**config.mk**
```make
export PLATFORM = sky130hd
export DESIGN_NAME = ieps_top
export DESIGN_NICKNAME = d
export VERILOG_FILES = /design/src/logic/ieps_pkg.sv /design/src/logic/ieps_gate.sv /design/src/logic/ieps_top.sv
export SDC_FILE = /design/constraint.sdc
export NUM_CORES = 1
export LEC_CHECK = 0
export BUFFER_PORTS_ARGS = -buffer_cell sky130_fd_sc_hd__buf_2
export CAP_MARGIN = 20
export CORE_ASPECT_RATIO = 1.75
export CORE_MARGIN = 10
export CORE_UTILIZATION = 40
export CTS_BUF_LIST = sky130_fd_sc_hd__clkbuf_4 sky130_fd_sc_hd__clkbuf_8
export DETAILED_ROUTE_END_ITERATION = 12
export GPL_TIMING_DRIVEN = 0
export HOLD_SLACK_MARGIN = 0.02
export PLACE_DENSITY = 0.71
export SLEW_MARGIN = 40
export SYNTH_ARGS = -nofsm -noshare
export SYNTH_HDL_FRONTEND = slang
export SYNTH_SLANG_ARGS = --single-unit
```
**constraint.sdc**
```tcl
create_clock -name clk_i -period 4.3 [get_ports clk_i]
set_clock_uncertainty 0.05 [all_clocks]
set_input_delay 0.86 -clock clk_i [delete_from_list [all_inputs] [get_ports clk_i]]
set_output_delay 0.86 -clock clk_i [all_outputs]
set_load 0.05 [all_outputs]
```
**src/logic/ieps_pkg.sv**
```systemverilog
package ieps_pkg;

    // ------------------------------------------------------------
    // Register map
    // ------------------------------------------------------------
    localparam int          ADDR_W        = 8;
    localparam int          DATA_W        = 32;
    localparam int          REG_W         = 16;
    localparam logic [7:0]  OFF_ENABLE    = 8'h00;
    localparam logic [7:0]  OFF_PRIORITY  = 8'h04;
    localparam logic [7:0]  OFF_STATUS    = 8'h08;
    localparam logic [7:0]  OFF_MASK      = 8'h0C;

    // ------------------------------------------------------------
    // Field layout
    // ------------------------------------------------------------
    localparam int          BIT_CAL_EN    = 14;
    localparam int          BIT_COL_EN    = 2;
    localparam int          BIT_EVT_EN    = 1;
    localparam int          PRIO_LSB      = 8;
    localparam int          PRIO_W        = 3;
    localparam logic [15:0] ENABLE_IMPL   = 16'h4006;
    localparam logic [15:0] PRIORITY_IMPL = 16'h0700;
    localparam logic [15:0] EVENT_IMPL    = 16'h4006;

    // ------------------------------------------------------------
    // Reset values
    // ------------------------------------------------------------
    localparam logic [15:0] ENABLE_RST    = 16'h0000;
    localparam logic [15:0] PRIORITY_RST  = 16'h0400;
    localparam logic [15:0] EVENT_RST     = 16'h0000;
    localparam logic [2:0]  PRIO_OFF      = 3'h0;

    // ------------------------------------------------------------
    // Bus responses
    // ------------------------------------------------------------
    localparam logic [1:0]  RESP_OKAY     = 2'h0;
    localparam logic [1:0]  RESP_SLVERR   = 2'h2;

    // ------------------------------------------------------------
    // Carriers
    // ------------------------------------------------------------
    typedef struct packed {
        logic calendar;
        logic collision;
        logic serial_event;
    } ieps_src_t;

    typedef struct packed {
        logic [ADDR_W-1:0] addr;
        logic [DATA_W-1:0] data;
        logic [3:0]        strb;
    } ieps_wr_t;

endpackage : ieps_pkg

```
**src/logic/ieps_gate.sv**
```systemverilog
`timescale 1ns/1ps
`default_nettype none

module ieps_gate (
    input  wire logic                    clk_i,
    input  wire logic                    rst_n_i,
    input  wire ieps_pkg::ieps_src_t     src_i,
    input  wire logic [15:0]             enable_i,
    input  wire logic [2:0]              cal_prio_i,
    output var  ieps_pkg::ieps_src_t     req_o,
    output logic      [2:0]              cal_prio_o
);

    // ------------------------------------------------------------
    // Gating toward arbitration
    // ------------------------------------------------------------
    ieps_pkg::ieps_src_t gated;

    assign gated.calendar     = src_i.calendar && enable_i[ieps_pkg::BIT_CAL_EN]
                                && (cal_prio_i != ieps_pkg::PRIO_OFF);
    assign gated.collision    = src_i.collision && enable_i[ieps_pkg::BIT_COL_EN];
    assign gated.serial_event = src_i.serial_event && enable_i[ieps_pkg::BIT_EVT_EN];

    always_ff @(posedge clk_i or negedge rst_n_i) begin
        if (!rst_n_i) begin
            req_o      <= '0;
            cal_prio_o <= ieps_pkg::PRIORITY_RST[ieps_pkg::PRIO_LSB +: ieps_pkg::PRIO_W];
        end else begin
            req_o      <= gated;
            cal_prio_o <= cal_prio_i;
        end
    end

endmodule : ieps_gate

`default_nettype wire

```
**src/logic/ieps_top.sv**
```systemverilog
// The implementer's own choices: the address map and the AXI4-Lite slave port.
`timescale 1ns/1ps
`default_nettype none

module ieps_top #(
    parameter int ADDR_W = ieps_pkg::ADDR_W
) (
    input  wire logic                    clk_i,
    input  wire logic                    rst_n_i,
    input  wire logic [ADDR_W-1:0]       s_axi_awaddr_i,
    input  wire logic                    s_axi_awvalid_i,
    output logic                         s_axi_awready_o,
    input  wire logic [31:0]             s_axi_wdata_i,
    input  wire logic [3:0]              s_axi_wstrb_i,
    input  wire logic                    s_axi_wvalid_i,
    output logic                         s_axi_wready_o,
    output logic      [1:0]              s_axi_bresp_o,
    output logic                         s_axi_bvalid_o,
    input  wire logic                    s_axi_bready_i,
    input  wire logic [ADDR_W-1:0]       s_axi_araddr_i,
    input  wire logic                    s_axi_arvalid_i,
    output logic                         s_axi_arready_o,
    output logic      [31:0]             s_axi_rdata_o,
    output logic      [1:0]              s_axi_rresp_o,
    output logic                         s_axi_rvalid_o,
    input  wire logic                    s_axi_rready_i,
    input  wire ieps_pkg::ieps_src_t     src_req_i,
    output var  ieps_pkg::ieps_src_t     arb_req_o,
    output logic      [2:0]              calendar_irq_priority_o,
    output logic                         calendar_irq_enable_o,
    output logic                         serial_collision_irq_enable_o,
    output logic                         serial_event_irq_enable_o,
    output logic                         irq_o
);

    // ------------------------------------------------------------
    // Helpers
    // ------------------------------------------------------------
    function automatic logic [15:0] merge_strb(
        input logic [15:0] old_v,
        input logic [31:0] wdata,
        input logic [3:0]  strb,
        input logic [15:0] impl
    );
        logic [15:0] lane;
        lane = {{8{strb[1]}}, {8{strb[0]}}};
        merge_strb = ((old_v & ~lane) | (wdata[15:0] & lane)) & impl;
    endfunction : merge_strb

    function automatic logic [15:0] w1c_mask(
        input logic [31:0] wdata,
        input logic [3:0]  strb
    );
        w1c_mask = wdata[15:0] & {{8{strb[1]}}, {8{strb[0]}}};
    endfunction : w1c_mask

    // ------------------------------------------------------------
    // Registers
    // ------------------------------------------------------------
    logic [15:0]          irq_enable_reg_three_r;
    logic [15:0]          irq_enable_reg_three_nxt;
    logic [15:0]          irq_priority_reg_fifteen_r;
    logic [15:0]          irq_priority_reg_fifteen_nxt;
    logic [15:0]          event_status_r;
    logic [15:0]          event_status_nxt;
    logic [15:0]          event_mask_r;
    logic [15:0]          event_mask_nxt;
    logic                 irq_r;

    // ------------------------------------------------------------
    // Write channel capture
    // ------------------------------------------------------------
    logic                 aw_held_r;
    logic                 w_held_r;
    logic [ADDR_W-1:0]    aw_addr_r;
    logic [31:0]          w_data_r;
    logic [3:0]           w_strb_r;
    logic                 bvalid_r;
    logic [1:0]           bresp_r;

    wire                  aw_take  = s_axi_awvalid_i && s_axi_awready_o;
    wire                  w_take   = s_axi_wvalid_i && s_axi_wready_o;
    wire                  wr_fire  = aw_held_r && w_held_r && !bvalid_r;
    wire                  wr_en    = wr_fire && (aw_addr_r == ieps_pkg::OFF_ENABLE);
    wire                  wr_prio  = wr_fire && (aw_addr_r == ieps_pkg::OFF_PRIORITY);
    wire                  wr_stat  = wr_fire && (aw_addr_r == ieps_pkg::OFF_STATUS);
    wire                  wr_mask  = wr_fire && (aw_addr_r == ieps_pkg::OFF_MASK);
    wire                  wr_hit   = wr_en || wr_prio || wr_stat || wr_mask;

    assign s_axi_awready_o = !aw_held_r && !bvalid_r;
    assign s_axi_wready_o  = !w_held_r && !bvalid_r;
    assign s_axi_bvalid_o  = bvalid_r;
    assign s_axi_bresp_o   = bresp_r;

    always_ff @(posedge clk_i or negedge rst_n_i) begin
        if (!rst_n_i) begin
            aw_held_r <= 1'b0;
            aw_addr_r <= '0;
        end else if (aw_take) begin
            aw_held_r <= 1'b1;
            aw_addr_r <= s_axi_awaddr_i;
        end else if (wr_fire) begin
            aw_held_r <= 1'b0;
        end
    end

    always_ff @(posedge clk_i or negedge rst_n_i) begin
        if (!rst_n_i) begin
            w_held_r <= 1'b0;
            w_data_r <= '0;
            w_strb_r <= '0;
        end else if (w_take) begin
            w_held_r <= 1'b1;
            w_data_r <= s_axi_wdata_i;
            w_strb_r <= s_axi_wstrb_i;
        end else if (wr_fire) begin
            w_held_r <= 1'b0;
        end
    end

    always_ff @(posedge clk_i or negedge rst_n_i) begin
        if (!rst_n_i) begin
            bvalid_r <= 1'b0;
            bresp_r  <= ieps_pkg::RESP_OKAY;
        end else if (wr_fire) begin
            bvalid_r <= 1'b1;
            bresp_r  <= wr_hit ? ieps_pkg::RESP_OKAY : ieps_pkg::RESP_SLVERR;
        end else if (s_axi_bready_i) begin
            bvalid_r <= 1'b0;
        end
    end

    // ------------------------------------------------------------
    // Register update
    // ------------------------------------------------------------
    ieps_pkg::ieps_src_t  gated_req;
    logic [15:0]          event_set;

    always_comb begin
        event_set = '0;
        event_set[ieps_pkg::BIT_CAL_EN] = gated_req.calendar;
        event_set[ieps_pkg::BIT_COL_EN] = gated_req.collision;
        event_set[ieps_pkg::BIT_EVT_EN] = gated_req.serial_event;
    end

    assign irq_enable_reg_three_nxt = wr_en ?
        merge_strb(irq_enable_reg_three_r, w_data_r, w_strb_r, ieps_pkg::ENABLE_IMPL) :
        irq_enable_reg_three_r;
    assign irq_priority_reg_fifteen_nxt = wr_prio ?
        merge_strb(irq_priority_reg_fifteen_r, w_data_r, w_strb_r, ieps_pkg::PRIORITY_IMPL) :
        irq_priority_reg_fifteen_r;
    assign event_mask_nxt = wr_mask ?
        merge_strb(event_mask_r, w_data_r, w_strb_r, ieps_pkg::EVENT_IMPL) :
        event_mask_r;
    // Set wins over a same-cycle clear
    assign event_status_nxt = ((event_status_r &
        ~(wr_stat ? w1c_mask(w_data_r, w_strb_r) : 16'h0000)) | event_set)
        & ieps_pkg::EVENT_IMPL;

    always_ff @(posedge clk_i or negedge rst_n_i) begin
        if (!rst_n_i) begin
            irq_enable_reg_three_r     <= ieps_pkg::ENABLE_RST;
            irq_priority_reg_fifteen_r <= ieps_pkg::PRIORITY_RST;
            event_status_r             <= ieps_pkg::EVENT_RST;
            event_mask_r               <= ieps_pkg::EVENT_RST;
            irq_r                      <= 1'b0;
        end else begin
            irq_enable_reg_three_r     <= irq_enable_reg_three_nxt;
            irq_priority_reg_fifteen_r <= irq_priority_reg_fifteen_nxt;
            event_status_r             <= event_status_nxt;
            event_mask_r               <= event_mask_nxt;
            irq_r                      <= |(event_status_nxt & event_mask_nxt);
        end
    end

    assign irq_o = irq_r;

    // ------------------------------------------------------------
    // Read channel
    // ------------------------------------------------------------
    logic                 rvalid_r;
    logic [31:0]          rdata_r;
    logic [1:0]           rresp_r;
    logic [15:0]          rd_word;
    logic                 rd_hit;

    wire                  ar_take = s_axi_arvalid_i && s_axi_arready_o;

    assign s_axi_arready_o = !rvalid_r;
    assign s_axi_rvalid_o  = rvalid_r;
    assign s_axi_rdata_o   = rdata_r;
    assign s_axi_rresp_o   = rresp_r;

    always_comb begin
        rd_word = 16'h0000;
        rd_hit  = 1'b1;
        unique case (s_axi_araddr_i)
            ieps_pkg::OFF_ENABLE:   rd_word = irq_enable_reg_three_r;
            ieps_pkg::OFF_PRIORITY: rd_word = irq_priority_reg_fifteen_r;
            ieps_pkg::OFF_STATUS:   rd_word = event_status_r;
            ieps_pkg::OFF_MASK:     rd_word = event_mask_r;
            default:                rd_hit  = 1'b0;
        endcase
    end

    always_ff @(posedge clk_i or negedge rst_n_i) begin
        if (!rst_n_i) begin
            rvalid_r <= 1'b0;
            rdata_r  <= '0;
            rresp_r  <= ieps_pkg::RESP_OKAY;
        end else if (ar_take) begin
            rvalid_r <= 1'b1;
            rdata_r  <= {16'h0000, rd_word};
            rresp_r  <= rd_hit ? ieps_pkg::RESP_OKAY : ieps_pkg::RESP_SLVERR;
        end else if (s_axi_rready_i) begin
            rvalid_r <= 1'b0;
        end
    end

    // ------------------------------------------------------------
    // Gating slice
    // ------------------------------------------------------------
    logic [2:0]           cal_prio_field;

    assign cal_prio_field = irq_priority_reg_fifteen_r[ieps_pkg::PRIO_LSB +: ieps_pkg::PRIO_W];

    ieps_gate u_gate (
        .clk_i      (clk_i),
        .rst_n_i    (rst_n_i),
        .src_i      (src_req_i),
        .enable_i   (irq_enable_reg_three_r),
        .cal_prio_i (cal_prio_field),
        .req_o      (gated_req),
        .cal_prio_o (calendar_irq_priority_o)
    );

    assign arb_req_o                     = gated_req;
    assign calendar_irq_enable_o         = irq_enable_reg_three_r[ieps_pkg::BIT_CAL_EN];
    assign serial_collision_irq_enable_o = irq_enable_reg_three_r[ieps_pkg::BIT_COL_EN];
    assign serial_event_irq_enable_o     = irq_enable_reg_three_r[ieps_pkg::BIT_EVT_EN];

    // ------------------------------------------------------------
    // Assertions
    // ------------------------------------------------------------
    AST_CAL_EN_WRITE: assert property (@(posedge clk_i) disable iff (!rst_n_i)
        (wr_en && w_strb_r[1]) |=> (irq_enable_reg_three_r[14] == $past(w_data_r[14])))
        else $error("calendar enable bit did not take the written value");

    AST_COL_EN_WRITE: assert property (@(posedge clk_i) disable iff (!rst_n_i)
        (wr_en && w_strb_r[0]) |=> (irq_enable_reg_three_r[2] == $past(w_data_r[2])))
        else $error("collision enable bit did not take the written value");

    AST_EVT_EN_WRITE: assert property (@(posedge clk_i) disable iff (!rst_n_i)
        (wr_en && w_strb_r[0]) |=> (irq_enable_reg_three_r[1] == $past(w_data_r[1])))
        else $error("serial event enable bit did not take the written value");

    AST_COL_GATE: assert property (@(posedge clk_i) disable iff (!rst_n_i)
        $past(rst_n_i) |-> (arb_req_o.collision ==
        $past(src_req_i.collision && irq_enable_reg_three_r[2])))
        else $error("collision request gating wrong");

    AST_EVT_BLOCK: assert property (@(posedge clk_i) disable iff (!rst_n_i)
        (!irq_enable_reg_three_r[1] && !$past(irq_enable_reg_three_r[1]) && $past(rst_n_i))
        |-> !arb_req_o.serial_event)
        else $error("serial event request passed while disabled");

    AST_RSVD_ZERO: assert property (@(posedge clk_i) disable iff (!rst_n_i)
        ((irq_enable_reg_three_r & ~ieps_pkg::ENABLE_IMPL) == 16'h0000) &&
        ((irq_priority_reg_fifteen_r & ~ieps_pkg::PRIORITY_IMPL) == 16'h0000) &&
        (!rvalid_r || (rdata_r[31:16] == 16'h0000)))
        else $error("unassigned bits not zero");

    AST_EN_RESET: assert property (@(posedge clk_i) disable iff (!rst_n_i)
        $rose(rst_n_i) |-> (irq_enable_reg_three_r == 16'h0000))
        else $error("enable register not cleared by reset");

    AST_PRIO_OFF: assert property (@(posedge clk_i) disable iff (!rst_n_i)
        ($past(rst_n_i) && $past(cal_prio_field) == 3'h0) |-> !arb_req_o.calendar)
        else $error("calendar request passed at level zero");

    AST_PRIO_OUT: assert property (@(posedge clk_i) disable iff (!rst_n_i)
        $past(rst_n_i) |-> (calendar_irq_priority_o == $past(cal_prio_field)))
        else $error("calendar level not presented to arbitration");

    AST_PRIO_RESET: assert property (@(posedge clk_i) disable iff (!rst_n_i)
        $rose(rst_n_i) |-> (irq_priority_reg_fifteen_r == ieps_pkg::PRIORITY_RST))
        else $error("priority register reset value wrong");

    AST_IRQ_LEVEL: assert property (@(posedge clk_i) disable iff (!rst_n_i)
        $past(rst_n_i) |-> (irq_o == |$past(event_status_nxt & event_mask_nxt)))
        else $error("interrupt output does not follow masked status");

    AST_SET_WINS: assert property (@(posedge clk_i) disable iff (!rst_n_i)
        (wr_stat && gated_req.collision) |=> event_status_r[2])
        else $error("status event lost under a clear");

    AST_WR_RESP: assert property (@(posedge clk_i) disable iff (!rst_n_i)
        wr_fire |=> (bvalid_r &&
        (bresp_r == ($past(wr_hit) ? ieps_pkg::RESP_OKAY : ieps_pkg::RESP_SLVERR))))
        else $error("write response missing");

    AST_CAL_GATE: assert property (@(posedge clk_i) disable iff (!rst_n_i)
        $past(rst_n_i) |-> (arb_req_o.calendar == $past(src_req_i.calendar &&
        calendar_irq_enable_o && (cal_prio_field != ieps_pkg::PRIO_OFF))))
        else $error("calendar request gating wrong");

    AST_EVT_GATE: assert property (@(posedge clk_i) disable iff (!rst_n_i)
        $past(rst_n_i) |-> (arb_req_o.serial_event ==
        $past(src_req_i.serial_event && serial_event_irq_enable_o)))
        else $error("serial event request gating wrong");

    AST_EN_HOLD: assert property (@(posedge clk_i) disable iff (!rst_n_i)
        !wr_en |=> $stable(irq_enable_reg_three_r))
        else $error("enable register changed without a write");

    AST_PRIO_WRITE: assert property (@(posedge clk_i) disable iff (!rst_n_i)
        (wr_prio && w_strb_r[1]) |=>
        (cal_prio_field == $past(w_data_r[ieps_pkg::PRIO_LSB +: ieps_pkg::PRIO_W])))
        else $error("calendar level did not take the written value");

    AST_PRIO_HOLD: assert property (@(posedge clk_i) disable iff (!rst_n_i)
        !wr_prio |=> $stable(irq_priority_reg_fifteen_r))
        else $error("priority register changed without a write");

    AST_RD_RESP: assert property (@(posedge clk_i) disable iff (!rst_n_i)
        ar_take |=> (rvalid_r &&
        (rresp_r == ($past(rd_hit) ? ieps_pkg::RESP_OKAY : ieps_pkg::RESP_SLVERR))))
        else $error("read response wrong");

    AST_RD_ENABLE: assert property (@(posedge clk_i) disable iff (!rst_n_i)
        (ar_take && (s_axi_araddr_i == ieps_pkg::OFF_ENABLE)) |=>
        (rdata_r == {16'h0000, $past(irq_enable_reg_three_r)}))
        else $error("enable register read back wrong");

    AST_STAT_CLEAR: assert property (@(posedge clk_i) disable iff (!rst_n_i)
        (wr_stat && w_strb_r[0] && w_data_r[ieps_pkg::BIT_COL_EN] && !gated_req.collision)
        |=> !event_status_r[ieps_pkg::BIT_COL_EN])
        else $error("status bit not cleared by a write of one");

    AST_BVALID_DROP: assert property (@(posedge clk_i) disable iff (!rst_n_i)
        (bvalid_r && s_axi_bready_i) |=> !bvalid_r)
        else $error("write response not retired");

    AST_RVALID_DROP: assert property (@(posedge clk_i) disable iff (!rst_n_i)
        (rvalid_r && s_axi_rready_i) |=> !rvalid_r)
        else $error("read response not retired");

endmodule : ieps_top

`default_nettype wire

```
==> impl_metrics.env <==
export IMPL_syn_avg_cell_area_um2=12.1
export IMPL_largest_net_degree_at_the_start_of_global_routing=48
export IMPL_syn2layout_area_growth_pct=25.4
export IMPL_grt_pass1_wl_mm=6.88
export IMPL_ctsLongestPathBuffers=2
export IMPL_grt_use_met3_pct=3.23
export IMPL_internal_power_component_uw=868
export IMPL_cts_hold_buf=0
export IMPL_top_level_ports=113
export IMPL_root_buffer="sky130_fd_sc_hd__clkbuf_8"
export IMPL_cp_data_arrival_time_ns=1.12
export IMPL_insertedDiodeCount=0
export IMPL_peakVddDrop_mv=0.302
export IMPL_synth_yosys_seq_area_share_pct=55.8
export IMPL_io_buffer_count=56
export IMPL_core_region_area_um2=5210
export IMPL_cts_tree="yes"
export IMPL_met1_usage_pct=10.2
export IMPL_power_net_switching_uw=538
export IMPL_final_layout_size_suffix_gt1_share_pct=46.2
export IMPL_multiInputGateArea_um2=785
export IMPL_sequential_cell_area_in_the_final_layout_um2=1180
export IMPL_global_route_usage_met2_pct=18.3
export IMPL_power_leakage_nw=1.41
export IMPL_routed_wire_length_per_instance_um=14.4
export IMPL_report_final_hold_viol_count=0
export IMPL_synthMuxAreaShare_pct=13.0
export IMPL_ys_top_cells_by_area="sky130_fd_sc_hd__dfrtp_1, sky130_fd_sc_hd__mux2_2, sky130_fd_sc_hd__buf_4"
export IMPL_synth_xor_area_share_pct=0
export IMPL_post_cts_setup_buffer_count=0
export IMPL_place_ws_ns=2.28
export IMPL_worst_path_buf_inv=1
export IMPL_setup_total_negative_slack_ns=0
export IMPL_sw_frac_of_total_pct=38.2
export IMPL_yosysTopAreaCell="sky130_fd_sc_hd__dfrtp_1"
export IMPL_dr_first_iter_drc_count=75
export IMPL_synth_cell_type_count=37
export IMPL_layout_commonest_cell="sky130_fd_sc_hd__buf_2"
export IMPL_ctsResizeCount=0
export IMPL_via_count=1485
export IMPL_min_period_ns=2.03
export IMPL_critical_path_max_stage_delay_ns=0.42
export IMPL_path_class="register to output port"
export IMPL_drt_pass1_iterations=4
export IMPL_routability_congestion_estimate_from_global_placement=0.785
export IMPL_post_drt_via_cell_ratio=4.63
export IMPL_dpl_instance_area_um2=2570
export IMPL_path_delay_family="flip-flops"
export IMPL_clk_transition_reported_paths_ns=0.08
export IMPL_postSynthCellCount=175
export IMPL_slew_headroom_pct=61.3
export IMPL_ys_warn_count=0
export IMPL_netlist_area_leader_share_pct=53.3
export IMPL_via_count_of_the_first_global_routing_pass=1478
export IMPL_power_sequential_fraction_pct=47.1
export IMPL_dp_hpwl_mm=3.83
export IMPL_fp_dieH_um=116
export IMPL_critPathCaptureType="output port"
export IMPL_h_tree_level_count=2
export IMPL_globalRouteTotalUtil_pct=10.3
export IMPL_fin_ws_ns=2.27
export IMPL_final_setup_viol_count=0
export IMPL_grt_max_usage_layer="met2"
export IMPL_critical_path_cell_chain="nor2_1, buf_2"
export IMPL_timing_max_transition_violations_final=0
export IMPL_rsz0062_at_grt="false"
export IMPL_pwr_share_clk_pct=18.0
export IMPL_postRouteAntennaNets=0
export IMPL_synth_adder_area_share_pct=0
export IMPL_post_synth_instance_area_um2=2110
export IMPL_detail_route_wirelength_mm=4.62
export IMPL_worst_slew_pin_transition_ns=0.580
export IMPL_worst_setup_path_start_kind="register"
export IMPL_n_fill_cell=474
export IMPL_slowest_stage="sky130_fd_sc_hd__dfrtp_1"
export IMPL_initial_core_util_pct=40.6
export IMPL_placementRows=35
export IMPL_fin_area_um2=2650
export IMPL_comb_pwr_share_pct=34.9
export IMPL_worst_endpoint_required_ns=3.39
export IMPL_die_w_um=74.9
export IMPL_fmax_mhz=492
export IMPL_main_combinational_cell_family_by_area_after_synthesis="multiplexers"
export IMPL_ratio_of_total_power_to_cell_area_nw_per_um2=530
export IMPL_numCtsBuffers=5
export IMPL_post_synth_and_or_nand_nor_area_fraction_pct=11.2
export IMPL_ys_seq_elements=47
export IMPL_floorplan_die_area_um2=8710
export IMPL_fin_total_pwr_mw=1.41
export IMPL_worst_path_max_fanout=5
export IMPL_hp_class="register to register"
export IMPL_maxCapViolations=0
export IMPL_drcViolationCount=0
export IMPL_grt_ovfl_total=0
export IMPL_timing_hold_ws_ns=0.342
export IMPL_status="complete, no violations"
export IMPL_antenna_found_initial=0
export IMPL_worst_skew_pair_late_latency_ns=0.30
export IMPL_clkSinkCount=47
export IMPL_most_common_layout_cells="sky130_fd_sc_hd__buf_2, sky130_fd_sc_hd__dfrtp_1, sky130_fd_sc_hd__buf_4"
export IMPL_num_nets_final=327
export IMPL_finalCritPeriodShare_pct=47.3
export IMPL_synth_compound_area_share_pct=7.99
==> cells by family after synthesis <==
logic type / after synthesis
other: 1
DFF: 47
AOI/OAI and AO/OA: 25
and+or+nand+nor: 41
muxes: 24
buffers and inverters: 37
==> area by class of cell <==
class,instances,area share (%)
multi-input cells,118,29.6
clock buffers,5,2.60
clock inverters,3,0.567
repair buffers,56,10.7
flip-flops and latches,47,44.5
well taps,55,2.60
inverters,6,0.850
plain buffers,31,8.64
==> path summary, 6_finish.rpt <==
kind	start	endpoint	slack, ns	cells past startpoint
max	s_axi_bvalid_o$_DFFE_PN0P_	s_axi_wready_o	2.27	2
min	register	u_gate.cal_prio_o[2]$_DFF_PN1_	0.34	0
max reg2reg	aw_addr_r[7]$_DFFE_PN0P_	register	2.32	4
min reg2reg	register	u_gate.cal_prio_o[2]$_DFF_PN1_	0.34	0
max in group asynchronous	rst_n_i	w_data_r[2]$_DFFE_PN0P_	3.30	1
min in group asynchronous	rst_n_i	s_axi_rdata_o[1]$_DFFE_PN0P_	0.51	1
==> routing by layer <==
| metal | vias to the layer above | part of all wire [%] | wire [um] |
|---|---|---|---|
| met2 | 55 | 53 | 2460 |
| met5 | - | 0 | 0 |
| li1 | 722 | - | - |
| met1 | 701 | 34 | 1590 |
| met4 | 0 | 2.1 | 99 |
| met3 | 7 | 10 | 469 |
==> Yosys cell counts <==
library cell and instances:
sky130_fd_sc_hd__nand2_1 10, sky130_fd_sc_hd__nor4_1 1, sky130_fd_sc_hd__buf_4 28, sky130_fd_sc_hd__mux2_2 23, sky130_fd_sc_hd__nor2_1 10, sky130_fd_sc_hd__a21oi_1 2
sky130_fd_sc_hd__nand4_2 1, sky130_fd_sc_hd__o21ai_0 8, sky130_fd_sc_hd__o21ai_1 1, sky130_fd_sc_hd__a22o_1 3, sky130_fd_sc_hd__nand3_1 2, sky130_fd_sc_hd__nand3b_1 1
sky130_fd_sc_hd__clkbuf_1 2, sky130_fd_sc_hd__nor3_1 1, sky130_fd_sc_hd__a221o_1 1, sky130_fd_sc_hd__nor4b_1 1, sky130_fd_sc_hd__nor4_4 1, sky130_fd_sc_hd__nand2b_1 3
sky130_fd_sc_hd__and4_4 1, sky130_fd_sc_hd__and2_1 4, sky130_fd_sc_hd__a22oi_1 3, sky130_fd_sc_hd__and3b_1 1, sky130_fd_sc_hd__buf_6 1, sky130_fd_sc_hd__inv_1 6
sky130_fd_sc_hd__o21bai_1 1, sky130_fd_sc_hd__and3_2 1, sky130_fd_sc_hd__o311a_1 1, sky130_fd_sc_hd__a21boi_1 1, sky130_fd_sc_hd__dfrtp_1 45, sky130_fd_sc_hd__o21a_1 2
sky130_fd_sc_hd__mux2_4 1, sky130_fd_sc_hd__conb_1 1, sky130_fd_sc_hd__or3_1 1, sky130_fd_sc_hd__o31ai_1 2, sky130_fd_sc_hd__dfstp_2 2, sky130_fd_sc_hd__nor2b_1 1
sky130_fd_sc_hd__nand4_1 1
==> per-stage QoR <==
step | utilization, % | cells
floorplan | - | 202
global placement | 49.2 | 313
detailed placement | 49.2 | 313
CTS | 50.9 | 321
global route | 50.9 | 321
finish | 50.9 | 321
==> power groups by stage <==
| stage | Combinational [mW] | Clock, mW | Sequential [mW] |
|---|---|---|---|
| final | 0.490 | 0.254 | 0.662 |
| after global routing | 0.532 | 0.279 | 0.679 |
| after CTS | 0.496 | 0.262 | 0.663 |
| after detailed placement | 0.496 | 0 | 0.672 |
| after global placement | 0.486 | 0 | 0.666 |
| after floorplan | 0.333 | 0 | 0.716 |
No activity file was read; power rests on OpenSTA's default activity.
